===== src/hw/bie_regs.svh =====
`ifndef BIE_REGS_SVH
`define BIE_REGS_SVH
// Register indices on the plain register port
`define BIE_REG_ACC      4'h0
`define BIE_REG_PAGE     4'h1
`define BIE_REG_STATUS   4'h2
`define BIE_REG_PC       4'h3
`define BIE_REG_FLUSHES  4'h4
// Field positions
`define BIE_STAT_ZERO    0
`define BIE_STAT_BUSY    1
`define BIE_PAGE_HI      4
`define BIE_PAGE_LO      3
`define BIE_DEST_BIT     7
// Reset values
`define BIE_ACC_RST      8'h00
`define BIE_PAGE_RST     5'h00
`define BIE_PC_RST       13'h0000
`define BIE_FLUSH_RST    8'h00
// Instruction word opcode fields
`define BIE_OP_DEC_SKIP  6'h0b
`define BIE_OP_INC_SKIP  6'h0f
`define BIE_OP_INC       6'h0a
`define BIE_OP_OR_FILE   6'h04
`define BIE_OP_OR_LIT    6'h38
`define BIE_BRANCH_PFX   3'h5
// Instruction cycle counts
`define BIE_CYC_SINGLE   2'h1
`define BIE_CYC_DOUBLE   2'h2
`endif


===== src/hw/bie_pkg.sv =====
package bie_pkg;
	// Operations handled by this execution group
	typedef enum logic [2:0]
	{
		OP_NONE,
		OP_DEC_SKIP,
		OP_INC_SKIP,
		OP_BRANCH,
		OP_OR_LIT,
		OP_INC,
		OP_OR_FILE
	} bie_op_t;

	// Sequencer states
	typedef enum logic [1:0]
	{
		ST_IDLE,
		ST_EXEC,
		ST_NOP
	} bie_state_t;

	// Whole-byte zero test
	function automatic logic isZero(input logic [7:0] v);
		isZero = (v == 8'h00);
	endfunction
endpackage


===== src/hw/bie_op_if.sv =====
`timescale 1ns/1ns
interface bie_op_if;
	import bie_pkg::*;
	bie_op_t    op;
	logic [7:0] accVal;
	logic [7:0] fileVal;
	logic [7:0] literal;
	logic [7:0] result;
	logic       zeroRes;
	logic       skipNext;
	logic       setsZero;

	modport core
	(
		output op, accVal, fileVal, literal,
		input  result, zeroRes, skipNext, setsZero
	);
	modport alu
	(
		input  op, accVal, fileVal, literal,
		output result, zeroRes, skipNext, setsZero
	);
endinterface


===== src/hw/bie_alu.sv =====
`timescale 1ns/1ns
module bie_alu
	import bie_pkg::*;
(
	bie_op_if.alu opBus
);
	// Byte increment, shared by both increment forms
	function automatic logic [7:0] incByte(input logic [7:0] v);
		incByte = v + 8'h01;
	endfunction

	wire [7:0] incVal = incByte(opBus.fileVal);
	wire [7:0] decVal = opBus.fileVal - 8'h01;
	wire [7:0] orFile = opBus.accVal | opBus.fileVal;
	wire [7:0] orLit  = opBus.accVal | opBus.literal;
	wire       isInc  = (opBus.op == OP_INC_SKIP) || (opBus.op == OP_INC);

	// Result selection per operation
	assign opBus.result = (opBus.op == OP_DEC_SKIP) ? decVal :
		isInc ? incVal :
		(opBus.op == OP_OR_LIT) ? orLit :
		(opBus.op == OP_OR_FILE) ? orFile :
		opBus.accVal;
	assign opBus.zeroRes  = isZero(opBus.result);
	// Skip only for the two skip forms on a zero result
	assign opBus.skipNext = ((opBus.op == OP_DEC_SKIP) || (opBus.op == OP_INC_SKIP))
		&& opBus.zeroRes;
	// Skip forms leave flags alone
	assign opBus.setsZero = (opBus.op == OP_OR_LIT) || (opBus.op == OP_INC)
		|| (opBus.op == OP_OR_FILE);
endmodule


===== src/hw/bie_branch.sv =====
`timescale 1ns/1ns
`include "bie_regs.svh"
module bie_branch
	import bie_pkg::*;
(
	input  wire logic [10:0] literal,
	input  wire logic [4:0]  pageLatch,
	output      logic [12:0] target
);
	// Page bits above the 11-bit literal
	assign target = {pageLatch[`BIE_PAGE_HI:`BIE_PAGE_LO], literal};
endmodule


===== src/hw/bie_exec_core.sv =====
// Functional notes
// - Decrement-and-skip writes the file value minus one to the destination, flags untouched.
// - A zero decrement result replaces the next instruction by a no-operation (two cycles).
// - Increment-and-skip writes file plus one, flags untouched, and skips on a wrap to zero.
// - Destination bit 0 sends the result to the accumulator, 1 back to the file register.
// - The branch loads its 11-bit literal (0..2047) into program counter bits 10..0.
// - The branch takes program counter bits 12..11 from page latch bits 4..3.
// - The branch always takes two cycles since the following fetch is flushed.
// - OR-literal ORs the accumulator with an 8-bit literal into the accumulator, sets zero.
// - Plain increment writes file plus one to the destination and updates zero, no skip.
// - OR-with-file ORs accumulator and file register into the destination, updates zero.
`timescale 1ns/1ns
`include "bie_regs.svh"
module bie_exec_core
	import bie_pkg::*;
#(
	parameter int DATA_W = 8,
	parameter int ADDR_W = 7
)
(
	input  wire logic              clock,
	input  wire logic              rst_n,
	input  wire logic              instrValid,
	input  wire logic [13:0]       instrWord,
	output      logic              instrReady,
	output      logic [ADDR_W-1:0] fileAddr,
	output      logic              fileRdEn,
	input  wire logic [DATA_W-1:0] fileRdData,
	output      logic              fileWrEn,
	output      logic [DATA_W-1:0] fileWrData,
	output      logic              pcLoad,
	output      logic [12:0]       pcTarget,
	output      logic              flushNext,
	output      logic              retire,
	output      logic [1:0]        retireCycles,
	output      logic              zeroFlag,
	input  wire logic [3:0]        regAddr,
	input  wire logic [15:0]       regWrData,
	input  wire logic              regWrEn,
	input  wire logic              regRdEn,
	output      logic [15:0]       regRdData
);
	// Sequencer and instruction latches
	bie_state_t        state_q;
	bie_state_t        state_d;
	bie_op_t           op_q;
	logic              dest_q;
	logic [10:0]       literal_q;
	logic [ADDR_W-1:0] fileAddr_q;
	logic              fileRdEn_q;
	// Architectural state
	logic [7:0]        acc_q;
	logic [7:0]        acc_d;
	logic              zero_q;
	logic              zero_d;
	logic [4:0]        page_q;
	logic [12:0]       pcTarget_q;
	logic [7:0]        flushes_q;
	// Output strobes
	logic              fileWrEn_q;
	logic [7:0]        fileWrData_q;
	logic              pcLoad_q;
	logic              flushNext_q;
	logic              retire_q;
	logic [1:0]        retireCycles_q;
	logic [15:0]       regRdData_q;

	// Opcode decode of an incoming word
	function automatic bie_op_t decodeOp(input logic [13:0] w);
		decodeOp = OP_NONE;
		if (w[13:11] == `BIE_BRANCH_PFX)
			decodeOp = OP_BRANCH;
		else if (w[13:8] == `BIE_OP_DEC_SKIP)
			decodeOp = OP_DEC_SKIP;
		else if (w[13:8] == `BIE_OP_INC_SKIP)
			decodeOp = OP_INC_SKIP;
		else if (w[13:8] == `BIE_OP_INC)
			decodeOp = OP_INC;
		else if (w[13:8] == `BIE_OP_OR_FILE)
			decodeOp = OP_OR_FILE;
		else if (w[13:8] == `BIE_OP_OR_LIT)
			decodeOp = OP_OR_LIT;
	endfunction

	// Decode and acceptance
	wire bie_op_t inOp      = decodeOp(instrWord);
	wire          accept    = instrValid && (state_q == ST_IDLE);
	wire          takeOp    = accept && (inOp != OP_NONE);
	wire          inUsesFile = (inOp == OP_DEC_SKIP) || (inOp == OP_INC_SKIP)
		|| (inOp == OP_INC) || (inOp == OP_OR_FILE);
	wire          execNow   = (state_q == ST_EXEC);
	wire          isFileOp  = (op_q == OP_DEC_SKIP) || (op_q == OP_INC_SKIP)
		|| (op_q == OP_INC) || (op_q == OP_OR_FILE);

	// Arithmetic unit link
	bie_op_if opBus();
	assign opBus.op      = execNow ? op_q : OP_NONE;
	assign opBus.accVal  = acc_q;
	assign opBus.fileVal = fileRdData;
	assign opBus.literal = literal_q[7:0];

	bie_alu u_alu
	(
		.opBus (opBus.alu)
	);

	// Branch target from literal and page latch
	logic [12:0] branchTarget;
	bie_branch u_branch
	(
		.literal   (literal_q),
		.pageLatch (page_q),
		.target    (branchTarget)
	);

	// Execution decisions in the EXEC cycle
	wire toFile    = execNow && isFileOp && dest_q;
	wire toAcc     = execNow && ((isFileOp && !dest_q) || (op_q == OP_OR_LIT));
	wire doBranch  = execNow && (op_q == OP_BRANCH);
	wire needFlush = doBranch || (execNow && opBus.skipNext);

	// Software register writes
	wire swAcc  = regWrEn && (regAddr == `BIE_REG_ACC);
	wire swPage = regWrEn && (regAddr == `BIE_REG_PAGE);
	wire swStat = regWrEn && (regAddr == `BIE_REG_STATUS);

	// Accumulator: instruction result wins over a software write
	assign acc_d = toAcc ? opBus.result :
		swAcc ? regWrData[7:0] : acc_q;

	// Zero flag: instruction update wins over a software write
	assign zero_d = (execNow && opBus.setsZero) ? opBus.zeroRes :
		swStat ? regWrData[`BIE_STAT_ZERO] : zero_q;

	// Next sequencer state
	always_comb
	begin
		state_d = state_q;
		case (state_q)
			ST_IDLE:
			begin
				if (takeOp)
					state_d = ST_EXEC;
			end
			ST_EXEC:
			begin
				if (needFlush)
					state_d = ST_NOP;
				else
					state_d = ST_IDLE;
			end
			ST_NOP:
			begin
				state_d = ST_IDLE;
			end
			default:
			begin
				state_d = ST_IDLE;
			end
		endcase
	end

	// State register
	always_ff @(posedge clock)
	begin
		if (!rst_n)
			state_q <= ST_IDLE;
		else
			state_q <= state_d;
	end

	// Instruction latch on acceptance
	always_ff @(posedge clock)
	begin
		if (!rst_n)
		begin
			op_q       <= OP_NONE;
			dest_q     <= 1'b0;
			literal_q  <= 11'h000;
			fileAddr_q <= '0;
			fileRdEn_q <= 1'b0;
		end
		else
		begin
			fileRdEn_q <= takeOp && inUsesFile;
			if (takeOp)
			begin
				op_q       <= inOp;
				dest_q     <= instrWord[`BIE_DEST_BIT];
				literal_q  <= instrWord[10:0];
				fileAddr_q <= instrWord[ADDR_W-1:0];
			end
		end
	end

	// Architectural registers
	always_ff @(posedge clock)
	begin
		if (!rst_n)
		begin
			acc_q  <= `BIE_ACC_RST;
			zero_q <= 1'b0;
			page_q <= `BIE_PAGE_RST;
		end
		else
		begin
			acc_q  <= acc_d;
			zero_q <= zero_d;
			if (swPage)
				page_q <= regWrData[4:0];
		end
	end

	// File write-back strobe and data
	always_ff @(posedge clock)
	begin
		if (!rst_n)
		begin
			fileWrEn_q   <= 1'b0;
			fileWrData_q <= 8'h00;
		end
		else
		begin
			fileWrEn_q <= toFile;
			if (toFile)
				fileWrData_q <= opBus.result;
		end
	end

	// Branch load and flush of the following fetch
	always_ff @(posedge clock)
	begin
		if (!rst_n)
		begin
			pcLoad_q    <= 1'b0;
			pcTarget_q  <= `BIE_PC_RST;
			flushNext_q <= 1'b0;
			flushes_q   <= `BIE_FLUSH_RST;
		end
		else
		begin
			pcLoad_q    <= doBranch;
			flushNext_q <= needFlush;
			if (doBranch)
				pcTarget_q <= branchTarget;
			if (needFlush)
				flushes_q <= flushes_q + 8'h01;
		end
	end

	// Retire pulse with the instruction's cycle count
	always_ff @(posedge clock)
	begin
		if (!rst_n)
		begin
			retire_q       <= 1'b0;
			retireCycles_q <= 2'h0;
		end
		else
		begin
			retire_q <= (execNow && !needFlush) || (state_q == ST_NOP);
			if (execNow && !needFlush)
				retireCycles_q <= `BIE_CYC_SINGLE;
			else if (state_q == ST_NOP)
				retireCycles_q <= `BIE_CYC_DOUBLE;
		end
	end

	// Register read selection
	wire [15:0] statusWord = {14'h0000, (state_q != ST_IDLE), zero_q};
	wire [15:0] rdMux =
		(regAddr == `BIE_REG_ACC)     ? {8'h00, acc_q} :
		(regAddr == `BIE_REG_PAGE)    ? {11'h000, page_q} :
		(regAddr == `BIE_REG_STATUS)  ? statusWord :
		(regAddr == `BIE_REG_PC)      ? {3'h0, pcTarget_q} :
		(regAddr == `BIE_REG_FLUSHES) ? {8'h00, flushes_q} : 16'h0000;

	// Read data stands only in the cycle after the strobe
	always_ff @(posedge clock)
	begin
		if (!rst_n)
			regRdData_q <= 16'h0000;
		else
			regRdData_q <= regRdEn ? rdMux : 16'h0000;
	end

	// Output drive
	assign instrReady   = (state_q == ST_IDLE);
	assign fileAddr     = fileAddr_q;
	assign fileRdEn     = fileRdEn_q;
	assign fileWrEn     = fileWrEn_q;
	assign fileWrData   = fileWrData_q;
	assign pcLoad       = pcLoad_q;
	assign pcTarget     = pcTarget_q;
	assign flushNext    = flushNext_q;
	assign retire       = retire_q;
	assign retireCycles = retireCycles_q;
	assign zeroFlag     = zero_q;
	assign regRdData    = regRdData_q;
endmodule


===== config.mk =====
export PLATFORM = sky130hd
export DESIGN_NAME = bie_exec_core
export DESIGN_NICKNAME = d
export VERILOG_FILES = /design/src/hw/bie_pkg.sv /design/src/hw/bie_op_if.sv /design/src/hw/bie_alu.sv /design/src/hw/bie_branch.sv /design/src/hw/bie_exec_core.sv
export VERILOG_INCLUDE_DIRS = /design/src /design/src/hw
export SDC_FILE = /design/constraint.sdc
export NUM_CORES = 1
export LEC_CHECK = 0
export ABC_AREA = 0
export BUFFER_PORTS_ARGS = -buffer_cell sky130_fd_sc_hd__buf_2
export CORE_MARGIN = 1
export CORE_UTILIZATION = 57
export CTS_CLUSTER_DIAMETER = 40
export CTS_CLUSTER_SIZE = 8
export DETAILED_ROUTE_END_ITERATION = 8
export PLACE_DENSITY = 0.95
export SLEW_MARGIN = 20
export SYNTH_ARGS = -nofsm -noshare
export SYNTH_HDL_FRONTEND = slang
export SYNTH_SLANG_ARGS = --single-unit
export TNS_END_PERCENT = 50

===== constraint.sdc =====
create_clock -name clock -period 3.9 [get_ports clock]
set_input_delay 0.39 -clock clock [delete_from_list [all_inputs] [get_ports clock]]
set_output_delay 0.39 -clock clock [all_outputs]
set_load 0.005 [all_outputs]

## Word-level counts from Yosys, hierarchy flattened

Index checks and enable logic that the tools add are counted.
Widths: inputs -> output; s select.

| word-level totals | value |
|---|---|
| word-level logic and storage cells | 123 |
| bits of input ports | 47 |
| register bits after elaboration | 90 |
| output and inout bits | 53 |

| cells by class | value |
|---|---|
| multiplexer cells | 25 |
| reduce and logical (&&, ||, !) cells | 42 |
| add/sub/neg operators | 3 |
| equal/unequal tests | 28 |
| bitwise gates (word level) | 4 |

Operators with widths:

| cell | number |
|---|---|
| $mux 8 | 10 |
| $eq 3x3->1 const B | 9 |
| $mux 3 | 7 |
| $eq 6x4->1 const B | 3 |
| $add 8x1->8 const B | 2 |
| $or 8x8->8 | 2 |
| $logic_and 1x1->1 | 15 |
| $logic_or 1x1->1 | 13 |
| $mux 13 | 1 |
| $eq 3x2->1 const B | 4 |
| $eq 3x1->1 const B | 3 |
| $eq 4x2->1 const B | 2 |
| $logic_not 8->1 | 1 |
| $reduce_bool 2->1 | 4 |
| $sub 8x1->8 const B | 1 |
| $eq 6x3->1 const B | 1 |
| $eq 6x6->1 const B | 1 |
| $reduce_or 6->1 | 1 |
| $reduce_or 5->1 | 1 |
| $eq 4x1->1 const B | 1 |
| $eq 4x3->1 const B | 1 |
| $logic_not 4->1 | 1 |
| $mux 1 | 4 |
| $mux 2 | 2 |
| other kinds (10) | 12 |

## Longest topological paths before layout

Gate-level depths: netlist (run 1).

| depth | value |
|---|---|
| depth after elaboration | 14 |
| gate-level depth with buffers | 10 |

## Hierarchy

A second synthesis (run 1) with hierarchy kept.

| second synthesis, totals | value |
|---|---|
| cells, all modules | 529 |
| area, all modules | 4425.5 µm² |

By module, submodules not included:

| module | sequential area each (µm²) | instances | area an instance (µm²) | cells each |
|---|---|---|---|---|
| bie_exec_core | 1581.5 | 1 | 3533.4 | 395 |
| bie_alu | 0.0 | 1 | 794.5 | 121 |
| bie_branch | 0.0 | 1 | 97.6 | 13 |

## Least setup slack after synthesis (run 1)

No wires, ideal clock.

| path | value |
|---|---|
| kind | input -> register |
| start | input fileRdData[0] |
| end | register flushes_q[2] |
| setup slack | 1321 ps |
| arrival time | 2509 ps |
| data required time | 3830 ps |
| stages on the path | 9 |
| setup time | 70 ps |
| cells stage by stage | inv_1 ha_1 mux2_2 o22ai_1 a21oi_1 or4b_4 o31a_1 or3_1 a21oi_1 |

| between the ends | value |
|---|---|
| longest elaborated chain between the ends | 9 |
| elaborated cells between the ends (all ways) | 11 |

RTL lines:

| item | RTL line | text |
|---|---|---|
| from (decl) | bie_exec_core.sv:28 | `input wire logic [DATA_W-1:0] fileRdData,` |
| branches (longest 4 deep; another with $add 8x1->8) | -- |  |
| $mux 8 * | bie_alu.sv:19 | `assign opBus.result = (opBus.op == OP_DEC_SKIP) ? decVal :` |
| $logic_not 8->1 * | bie_pkg.sv:24 | `isZero = (v == 8'h00);` |
| $logic_and 1x1->1 * | bie_alu.sv:27 | `&& opBus.zeroRes;` |
| $logic_and 1x1->1 * | bie_exec_core.sv:120 | `wire needFlush = doBranch \|\| (execNow && opBus.skipNext);` |
| $logic_or 1x1->1 * | bie_exec_core.sv:120 |  |
| to (signal assigned) | bie_exec_core.sv:238 | `` flushes_q <= `BIE_FLUSH_RST; `` |
| to (signal assigned) | bie_exec_core.sv:247 | `flushes_q <= flushes_q + 8'h01;` |
| to (decl) | bie_exec_core.sv:58 | `logic [7:0] flushes_q;` |

Mark *: on every way between the ends.
A chain may end at the register's enable or synchronous reset.

## Final worst setup path (run 1)

| path | value |
|---|---|
| start | register state_q[0] |
| end | register flushes_q[2] |

| between the ends | value |
|---|---|
| longest elaborated chain between the ends | 11 |
| elaborated cells between the ends (all ways) | 18 |

RTL lines:

| item | RTL line | text |
|---|---|---|
| from (decl) | bie_exec_core.sv:44 | `bie_state_t state_q;` |
| from (signal assigned) | bie_exec_core.sv:169 | `state_q <= state_d;` |
| $eq 2x1->1 * | bie_exec_core.sv:91 | `wire execNow = (state_q == ST_EXEC);` |
| $mux 3 | bie_exec_core.sv:97 | `assign opBus.op = execNow ? op_q : OP_NONE;` |
| $eq 3x3->1 | bie_alu.sv:22 | `(opBus.op == OP_OR_FILE) ? orFile :` |
| $mux 8 | bie_alu.sv:22 |  |
| $mux 8 | bie_alu.sv:21 | `(opBus.op == OP_OR_LIT) ? orLit :` |
| $mux 8 | bie_alu.sv:20 | `isInc ? incVal :` |
| $mux 8 | bie_alu.sv:19 |  |
| $logic_not 8->1 | bie_pkg.sv:24 |  |
| $logic_and 1x1->1 | bie_alu.sv:27 |  |
| $logic_and 1x1->1 | bie_exec_core.sv:120 |  |
| $logic_or 1x1->1 * | bie_exec_core.sv:120 |  |

Every way passes the cells marked *; elsewhere a longest branch is shown, timed or not.

==> qor.yml, run 1 <==
worst_setup_hold_path_clk_slew_ns: 0.08
run_status: "completed"
htree_levels: 3
drv_slew: 0
timing_worst_slew_pin_value_ns: 1.07
clock_path_buffers: 2
met1_track_demand_over_resource_pct: 37.8
criticalPathCategory: "reg2reg"
final_core_util_pct: 69.6
detail_route.drc_violations: 0
track_usage_pct: 30.1
power.density_mw_per_mm2: 339
number_of_antenna_violations_at_the_first_check_in_global_routing: 0
p_total_mw: 1.53
most_common_cell_after_layout_fill_and_taps_aside: "buf_2"
placed_cells: 619
start_kind: "register"
drt_wl_total_um: 10500
ir_drop_mv: 0.333
starting_density_of_the_core_pct: 60.7
final-setup-viol-count: 0
clock-sinks: 79
filler_free_cell_count_of_the_finished_design: 635
postSynth.topFlopCell: "dfxtp_1"
vias_per_cell: 6.12
routed_wire_length_per_instance_um: 16.6
diodes: 0
antenna_violating_nets_post_route: 0
period_minus_slack_ns: 3.24
final_layout_size_suffix_gt1_share_pct: 23.1
first_iter_violations: 436
globalRoute.busiestLayer: "met2"
clock_skew_ns: 0.00837
dr.pass1.iters: 5
max_freq_mhz: 309
min_period_over_period_pct: 83.1
grt_setup_unrepaired: "no"
synth-edff-count: 0
synth.distinct_cells: 64
maxCapViolations: 0
timing.critical_path.fanout_max: 12
setup_tns_ns: 0
fillCellCount: 487
groute.layer.met2.usage_pct: 49.9
gpl.final_weighted_congestion: 0.952
fp.dieArea_mm2: 0.00725
cp.arrival_ns: 3.51
buffer_ports.inserted: 88
cts_buffers: 9
num_io_pins: 100
reg2reg_slack_ns: 0.66
synth_seq_cells: 79
area_growth_pct: 14.8
yosysWarnings: 0
post_cts_resized: 0
synthesis.area_per_instance_um2: 8.16
dp.final_hpwl_um: 7850
static-leakage-power_nw: 1.89
clockRootBuffer: "clkbuf_8"
dieWidth_um: 85.1
pre_cts_ws_ns: 0.808
cts_tree: "done"
layout.nets: 604
gr_met3_demand_resource_pct: 7.59
placementRows: 29
grt_pass1_wl_um: 16900
finalHoldViolCount: 0
nature_of_the_critical_path_endpoint: "register"
clk-insertion-delay-late_ns: 0.36
floorplan.core_area_mm2: 0.00649
max_slew_headroom_pct: 28.9
netlist_area_mm2: 0.00394
num_vias: 3884
via_count_of_the_first_global_routing_pass: 3590
grt-ovfl-total: 0
die_y_um: 85.1
min_path_type: "in2reg"
grt_start_max_net_pins: 38
mostFrequentLayoutCells: "buf_2, dfxtp_1, nand2_1, nor2_1, a21oi_1"
cts_setup_buffers: 0
share_of_synthesized_area_occupied_by_flip_flops_and_latches_pct: 40.1
synth-async-reset-ratio_pct: 0
setup_ws_ns: 0.659
post_synth_inst_count: 483
postCtsHoldBufs: 0
cp_data_required_time_ns: 4.17
[report_power, final]
group | total [mW] | internal [mW] | leakage [nW] | switching (mW)
sequential | 0.830 | 0.816 | 0.638 | 0.0137
combinational | 0.140 | 0.0546 | 1.16 | 0.0850
clock | 0.565 | 0.267 | 0.0890 | 0.298
[flip-flops by register name, indices dropped and copies added, names as in the netlist, 2 cells and up]
register,flops
flushes_q,8
state_q,2
retireCycles,2
op_q,3
fileWrData,8
literal_q,11
regRdData,13
pcTarget,13
acc_q,8
page_q,5
[per-stage QoR]
stage	instance area, µm²	hold slack, ns
after CTS	4520	0.266
after floorplan	3950	0.432
final	4520	0.273
after global routing	4520	0.263
after detailed placement	4340	0.446
after global placement	4340	0.440
[cell families after synthesis]
family / share of synthesized area, %
AOI/OAI and AO/OA: 20.5
xor gates and xnor gates: 0.222
adders and majority gates: 1.27
buffers and inverters: 5.75
DFF: 40.1
muxes: 4.95
other: 0.0952
and+or+nand+nor: 27.1
[cell usage after synthesis (7+ instances only)]
cell | number | area, µm²
a21oi_1 | 51 | 255
and2_1 | 8 | 50.1
clkbuf_1 | 20 | 75.1
o21ai_0 | 9 | 45.0
inv_1 | 10 | 37.5
mux2i_1 | 15 | 150
dfxtp_1 | 79 | 1580
nand3_1 | 22 | 110
nor2b_1 | 7 | 43.8
a22oi_1 | 8 | 60.1
nor2_1 | 60 | 225
nand2b_1 | 7 | 43.8
buf_4 | 11 | 82.6
nand2_1 | 64 | 240
a311oi_1 | 7 | 61.3
nand4_1 | 7 | 43.8
[layer usage]
metal	vias up	wire [µm]
met4	0	238
met3	25	969
met2	200	5120
met1	1808	4210
li1	1851	-
met5	-	0
[critical path, stage by stage (launching register included)]
cell and delay (ns):
dfxtp_1 0.39, nor2b_1 0.65, o21ai_1 0.38, o221ai_1 0.28, a211o_1 0.23, nand4_1 0.29, o31a_1 0.44, or3_1 0.33
a21oi_1 0.16
[worst paths after layout]
| check | endpoint | start | cells past startpoint |
|---|---|---|---|
| worst max-delay path | flushes_q[2] | state_q[0] | 8 |
| worst min-delay path | literal_q[1] | instrWord[1] | 3 |
| worst max register to register | flushes_q[2] | state_q[0] | 8 |
| worst min register to register | fileWrData[0] | fileWrData[0] | 2 |
[layout make-up]
type	instances	area (µm²)	share of cell area, %
clock inverter	4	28.8	0.636
clock buffer	12	155	3.43
timing repair buffer	93	478	10.6
sequential	79	1580	35.0
tap	77	96.3	2.13
multi-input combinational	360	2150	47.4
inverter	10	37.5	0.830
Power figures use the tool's default switching activity.
==> run 2, diff against run 1 <==
--- a/config.mk
+++ b/config.mk
@@ -6,14 +6,14 @@
 export SDC_FILE = /design/constraint.sdc
 export NUM_CORES = 1
 export LEC_CHECK = 0
-export ABC_AREA = 0
+export ABC_AREA = 1
 export BUFFER_PORTS_ARGS = -buffer_cell sky130_fd_sc_hd__buf_2
 export CORE_MARGIN = 1
-export CORE_UTILIZATION = 57
+export CORE_UTILIZATION = 53
 export CTS_CLUSTER_DIAMETER = 40
 export CTS_CLUSTER_SIZE = 8
 export DETAILED_ROUTE_END_ITERATION = 8
-export PLACE_DENSITY = 0.95
+export PLACE_DENSITY = 0.91
 export SLEW_MARGIN = 20
 export SYNTH_ARGS = -nofsm -noshare
 export SYNTH_HDL_FRONTEND = slang
==> constraint.sdc (replaced) <==
create_clock -name clock -period 3.4 [get_ports clock]
set_input_delay 0.34 -clock clock [delete_from_list [all_inputs] [get_ports clock]]
set_output_delay 0.34 -clock clock [all_outputs]
set_load 0.005 [all_outputs]
==> run 2 against run 1 <==
Net effect: count of clock-buffer cells in the layout is 3 lower; wire length is 3.8% higher; critical endpoint is now flushes_q[1]; register-to-register slack better by 0.32 ns; flip-flop and latch count stayed put; largest power group unchanged; highest routed layer is now met5; sequential power is 17% higher; synthesized cell count is 21% higher.
==> qor.yml, run 2 <==
clock-sinks: 79  # unchanged
synth_area_leaders: "dfxtp_1, nand2_1, nor2_1"
filler_free_cell_count_of_the_finished_design: 763  # +20%
share_of_synthesized_area_occupied_by_flip_flops_and_latches_pct: 39.1  # -1.1 points
setup_tns_ns: 0  # unchanged
max_slew_headroom_pct: 32.2  # +3.4 points
yosysWarnings: 0  # unchanged
clock_path_buffers: 2  # unchanged
drv_slew: 0  # unchanged
yosysTopAreaCell: "dfxtp_1"
final_core_util_pct: 63.6  # -6.0 points
dp.final_hpwl_um: 8210  # +4.5%
synth-edff-count: 0  # unchanged
cts_tree: "done"
final-setup-viol-count: 0  # unchanged
timing.critical_path.slowest_cell_delay_ns: 0.46  # -0.19 ns
postSynth.topFlopCell: "dfxtp_1"
critical_path.most_common_cell: "nand2_1"
num_vias: 4127  # +6.3%
synth-async-reset-ratio_pct: 0  # unchanged
static-leakage-power_nw: 2.24  # +18%
cts_setup_buffers: 0  # unchanged
finalHoldWorstSlack_ns: 0.227  # -0.0465 ns
first_iter_violations: 455  # +4.4%
min_path_type: "in2reg"
track_usage_pct: 29.0  # -1.1 points
antenna_violating_nets_post_route: 0  # unchanged
maxCapViolations: 0  # unchanged
post_synth_inst_count: 586  # +21%
cp.arrival_ns: 2.69  # -0.82 ns
grt-ovfl-total: 0  # unchanged
num_io_pins: 100  # unchanged
start_kind: "register"
drt_wl_total_um: 10900  # +3.8%
synthesis.area_per_instance_um2: 6.91  # -15%
placementRows: 31  # +6.9%
dr.pass1.iters: 5  # unchanged
placed_cells: 747  # +21%
post_cts_resized: 0  # unchanged
p_total_mw: 1.87  # +22%
synth.distinct_cells: 37  # -42%
layout.nets: 710  # +18%
starting_density_of_the_core_pct: 55.2  # -5.4 points
cp_data_required_time_ns: 3.67  # -0.50 ns
clock_skew_ns: 0.0148  # +0.00646 ns
grt_setup_unrepaired: "no"
gpl.final_weighted_congestion: 0.893  # -6.2%
netlist_area_mm2: 0.00405  # +2.7%
max_freq_mhz: 413  # +34%
run_status: "completed"
period_minus_slack_ns: 2.42  # -0.820 ns
final_layout_size_suffix_gt1_share_pct: 20.6  # -2.5 points
clockRootBuffer: "clkbuf_8"
clk-insertion-delay-late_ns: 0.37  # about the same
floorplan.core_area_mm2: 0.00733  # +13%
via_count_of_the_first_global_routing_pass: 3627  # +1.0%
worstPathCellList: "inv_2 > nor2_4 > nand3_1 > nand2_1 > nand2_2 > nand2_1 > nand2_1 > nand2_1 > nand2_1 > nor2_4 > nand4_4 > nand2_4 > inv_2 > nor2_1 > nor2_1"
fp.dieArea_mm2: 0.00799  # +10%
power.density_mw_per_mm2: 402  # +18%
worst_setup_hold_path_clk_slew_ns: 0.10  # +0.02 ns
postCtsHoldBufs: 0  # unchanged
fillCellCount: 665  # +37%
nature_of_the_critical_path_endpoint: "register"
most_common_cell_after_layout_fill_and_taps_aside: "nand2_1"
reg2reg_slack_ns: 0.98  # +0.32 ns
synth_seq_cells: 79  # unchanged
detail_route.drc_violations: 0  # unchanged
ir_drop_mv: 0.299  # -10%
timing.critical_path.slowest_stage_cell: "dfxtp_1"
criticalPathCategory: "reg2reg"
finalHoldViolCount: 0  # unchanged
grt_start_max_net_pins: 39  # +2.6%
buffer_ports.inserted: 88  # unchanged
die_y_um: 89.4  # +5.0%
synth.cells.most_frequent: "nand2_1, nor2_1, dfxtp_1, inv_1, o21ai_0"
mostFrequentLayoutCells: "nand2_1, buf_2, nor2_1, dfxtp_1, inv_1"
worst_hold_depth: 3  # unchanged
dieWidth_um: 89.4  # +5.0%
cts_buffers: 9  # unchanged
htree_levels: 3  # unchanged
timing_worst_slew_pin_value_ns: 1.02  # -0.0503 ns
synth_largest_type_area_fraction_pct: 39.1  # -1.1 points
vias_per_cell: 5.41  # -12%
diodes: 0  # unchanged
timing.reg2reg.worst_path_depth: 15  # +7
min_period_over_period_pct: 71.2  # -12 points
grt_pass1_wl_um: 17200  # +1.3%
timing.critical_path.fanout_max: 15  # +3
number_of_antenna_violations_at_the_first_check_in_global_routing: 1  # +1
area_growth_pct: 15.3
yosys.cell_count.top_type: "nand2_1"
routed_wire_length_per_instance_um: 14.3  # -14%
[run 2: cell types whose count changed after synthesis, moves of 8 or more]
cell	change
nand4_1	+8
nand3_1	+17
nor2_1	+21
and2_1	-8
o21ai_0	+42
a21oi_1	-9
inv_1	+56
mux2i_1	-15
a22oi_1	-8
nand2_1	+48
[run 2: per-layer routing]
layer / vias up / track usage (%) / part of all wire [%]
met4: 2 / 15.7 / 3.6
met1: 1882 / 36.5 / 44
li1: 2048 / - / -
met5: - / 0 / 0.12
met2: 159 / 45.7 / 46
met3: 36 / 7.11 / 6.4
[run 2: critical path, delay by kind of cell, from the launching register on]
family                 cells  cell delay, ns
buffers and inverters      2            0.15
AND/OR/NAND/NOR           13            1.70
flip-flops                 1            0.46
[run 2: area by class of cell]
cell class	instances	area, µm²	area share [%]
clock buffer	9	124	2.65
clock inverter	7	68.8	1.47
inverter	72	270	5.79
multi-input combinational	406	2030	43.6
sequential	79	1580	33.9
tap	99	124	2.65
timing repair buffer	91	463	9.92
[run 2: logic make-up (layout without fill, tap and decap cells)]
group                      after synthesis  count (layout)  share of synthesized area, %
AOI/OAI and AO/OA                      115             115                          15.8
other                                    1               3                        0.0926
buffers and inverters                  103             179                          10.9
adders and majority gates                4               4                          1.24
and+or+nand+nor                        275             275                          31.0
xor gates and xnor gates                 9               9                          1.95
DFF                                     79              79                          39.1
[run 2: where the power goes]
| part | switching [mW] | internal, mW | leakage [nW] |
|---|---|---|---|
| Clock | 0.410 | 0.291 | 0.101 |
| Combinational | 0.131 | 0.0686 | 1.50 |
| Sequential | 0.0274 | 0.946 | 0.639 |
[run 2: final timing paths]
kind	startpoint	to
worst max register to register	state_q[0]	flushes_q[1]
worst min register to register	pcTarget[12]	regRdData[12]
worst min-delay path	instrWord[2]	literal_q[2]
worst max-delay path	state_q[0]	flushes_q[1]
[run 2: stage by stage]
| stage | instance area [µm²] | worst slack [ns] |
|---|---|---|
| floorplan | 4060 | 1.60 |
| global placement | 4470 | 1.09 |
| detailed placement | 4470 | 0.984 |
| CTS | 4670 | 0.989 |
| global route | 4670 | 0.667 |
| finish | 4670 | 0.979 |
==> run 3, diff against run 2 <==
--- a/config.mk
+++ b/config.mk
@@ -6,14 +6,14 @@
 export SDC_FILE = /design/constraint.sdc
 export NUM_CORES = 1
 export LEC_CHECK = 0
-export ABC_AREA = 1
+export ABC_AREA = 0
 export BUFFER_PORTS_ARGS = -buffer_cell sky130_fd_sc_hd__buf_2
 export CORE_MARGIN = 1
 export CORE_UTILIZATION = 53
 export CTS_CLUSTER_DIAMETER = 40
 export CTS_CLUSTER_SIZE = 8
 export DETAILED_ROUTE_END_ITERATION = 8
-export PLACE_DENSITY = 0.91
+export PLACE_DENSITY = 0.92
 export SLEW_MARGIN = 20
 export SYNTH_ARGS = -nofsm -noshare
 export SYNTH_HDL_FRONTEND = slang
==> constraint.sdc (replaced) <==
create_clock -name clock -period 2.55 [get_ports clock]
set_input_delay 0.255 -clock clock [delete_from_list [all_inputs] [get_ports clock]]
set_output_delay 0.255 -clock clock [all_outputs]
set_load 0.005 [all_outputs]
==> run 3 against run 2 <==
Net effect: the run now ends with setup timing left; first-iteration DRC count is 22% lower; critical path depth is 6 lower; clock power is 43% higher; cell area is 11% higher; sequential share of layout area is 3.2 points lower; flip-flop and latch count stayed put; power is 36% higher; fmax is 8.3% lower; global-route usage is 4.2 points higher; register-to-register slack worse by 1.1 ns; critical path type unchanged.
==> qor.yml, run 3 (same netlist as run 1, synthesis figures left out) <==
run_status: "complete, but fails checks"
failing_checks: "setup timing"
num_vias: 4372  # +5.9%
routed_wire_length_per_instance_um: 18.1  # +27%
max_slew_headroom_pct: 30.1  # -2.2 points
area_growth_pct: 31.7
placed_area_mm2: 0.00476  # +6.5%
htree_levels: 3  # unchanged
grt-ovfl-total: 0  # unchanged
floorplan.core_area_mm2: 0.00721  # -1.6%
final_core_util_pct: 71.9  # +8.3 points
drv_slew: 0  # unchanged
gpl.final_weighted_congestion: 0.924  # +3.4%
period_minus_slack_ns: 2.64  # +0.219 ns
pre_cts_ws_ns: -0.179  # -1.16 ns
dp.final_hpwl_um: 8470  # +3.3%
start_kind: "register"
ir_drop_mv: 0.424  # +42%
fp.dieArea_mm2: 0.00778  # -2.6%
cp_data_required_time_ns: 2.81  # -0.86 ns
buffer_ports.inserted: 88  # unchanged
grt_pass1_wl_um: 19500  # +14%
dieWidth_um: 88.2  # -1.3%
worst_setup_hold_path_clk_slew_ns: 0.09  # about the same
vias_per_cell: 6.09  # +13%
nature_of_the_critical_path_endpoint: "register"
track_usage_pct: 33.1  # +4.2 points
mostFrequentLayoutCells: "buf_2, dfxtp_1, nand2_1, buf_4, nor2_1"
static-leakage-power_nw: 2.25  # +0.51%
filler_free_cell_count_of_the_finished_design: 718  # -5.9%
timing_worst_slew_pin_value_ns: 1.04  # +0.0264 ns
clockRootBuffer: "clkbuf_8"
clock_skew_ns: 0.0161  # +0.00127 ns
criticalPathCategory: "reg2reg"
maxCapViolations: 0  # unchanged
fillCellCount: 528  # -21%
postLayoutCellArea_mm2: 0.00519  # +11%
timing.critical_path.fanout_max: 7  # -8
final-setup-viol-count: 10  # +10
first_iter_violations: 357  # -22%
dr.pass1.iters: 5  # unchanged
grt_start_max_net_pins: 37  # -5.1%
layout.nets: 665  # -6.3%
clock_path_buffers: 2  # unchanged
num_io_pins: 100  # unchanged
drt_wl_total_um: 13000  # +19%
starting_density_of_the_core_pct: 54.6  # -0.60 points
number_of_antenna_violations_at_the_first_check_in_global_routing: 0  # -1
max_freq_mhz: 379  # -8.3%
antenna_violating_nets_post_route: 0  # unchanged
min_period_over_period_pct: 104  # +32 points
cts_tree: "done"
cp.arrival_ns: 2.90  # +0.21 ns
power.density_mw_per_mm2: 492  # +22%
die_y_um: 88.2  # -1.3%
most_common_cell_after_layout_fill_and_taps_aside: "buf_2"
p_total_mw: 2.55  # +36%
grt_setup_unrepaired: "yes"
setup_ws_ns: -0.0897  # -1.07 ns
placed_cells: 692  # -7.4%
via_count_of_the_first_global_routing_pass: 4013  # +11%
detail_route.drc_violations: 0  # unchanged
placementRows: 31  # unchanged
cts_buffers: 9  # unchanged
min_path_type: "in2reg"
postCtsHoldBufs: 0  # unchanged
finalHoldViolCount: 0  # unchanged
final_layout_size_suffix_gt1_share_pct: 34.6  # +14 points
clock-sinks: 79  # unchanged
diodes: 0  # unchanged
clk-insertion-delay-late_ns: 0.37  # about the same
[run 3: changes by cell type in the layout (fill, tap and decap cells not counted), moves of 15 or more]
| cell | previous run | this run |
|---|---|---|
| o21ai_0 | 51 | 6 |
| nor2_1 | 81 | 58 |
| inv_1 | 66 | 10 |
| nand3_1 | 39 | 22 |
| buf_4 | 3 | 61 |
| nand2_1 | 112 | 63 |
| mux2i_1 | 0 | 15 |
[run 3: path summary, 6_finish.rpt]
path | startpoint | end | slack, ns | cells after the start
setup / recovery | op_q[2] | flushes_q[2] | -0.09 | 9
setup reg to reg | op_q[2] | flushes_q[2] | -0.09 | 9
hold reg to reg | fileWrData[0] | fileWrData[0] | 0.46 | 2
hold / removal | instrWord[4] | literal_q[4] | 0.12 | 3
[run 3: cell type report]
class | count | area (µm²) | area share [%]
repair buffers | 154 | 963 | 18.6
clock inverters | 7 | 88.8 | 1.71
well taps | 99 | 124 | 2.39
clock buffers | 9 | 124 | 2.39
multi-input cells | 360 | 2260 | 43.5
inverters | 10 | 37.5 | 0.723
flip-flops and latches | 79 | 1600 | 30.7
[run 3: per-stage QoR]
step                      setup TNS [ns]  hold WS [ns]
after floorplan                        0         0.399
after global placement            -0.649         0.443
after detailed placement           -1.20         0.449
after CTS                         -0.295         0.120
after global routing               -1.19         0.155
final                             -0.378         0.123
[run 3: what timing repair did]
| item | in CTS | in global routing |
|---|---|---|
| setup endpoints to repair | 13 | 14 |
| buffers inserted | 8 | 2 |
| hold endpoints to repair | 0 | 0 |
| resized for setup | 20 | 18 |
| pin swaps | 10 | 5 |
[run 3: worst max-delay path, cell delays in order (launching register included)]
cell,delay [ns]
dfxtp_4,0.38
and3b_1,0.21
o21a_1,0.20
a221o_1,0.36
a22oi_2,0.16
or4b_4,0.54
o31a_1,0.29
buf_4,0.16
o21ai_1,0.15
a21oi_1,0.08
[run 3: where the power goes]
| group | total [mW] | internal, mW | switching [mW] |
|---|---|---|---|
| Sequential | 1.27 | 1.25 | 0.0197 |
| Combinational | 0.285 | 0.125 | 0.160 |
| Clock | 1.00 | 0.473 | 0.530 |
[run 3: routing by layer]
metal | share of wire, % | global-route usage, % | vias up
li1 | - | - | 1977
met1 | 38 | 40.6 | 2036
met2 | 47 | 53.6 | 284
met3 | 8.9 | 7.18 | 75
met4 | 6.3 | 19.8 | 0
met5 | 0 | 0 | -
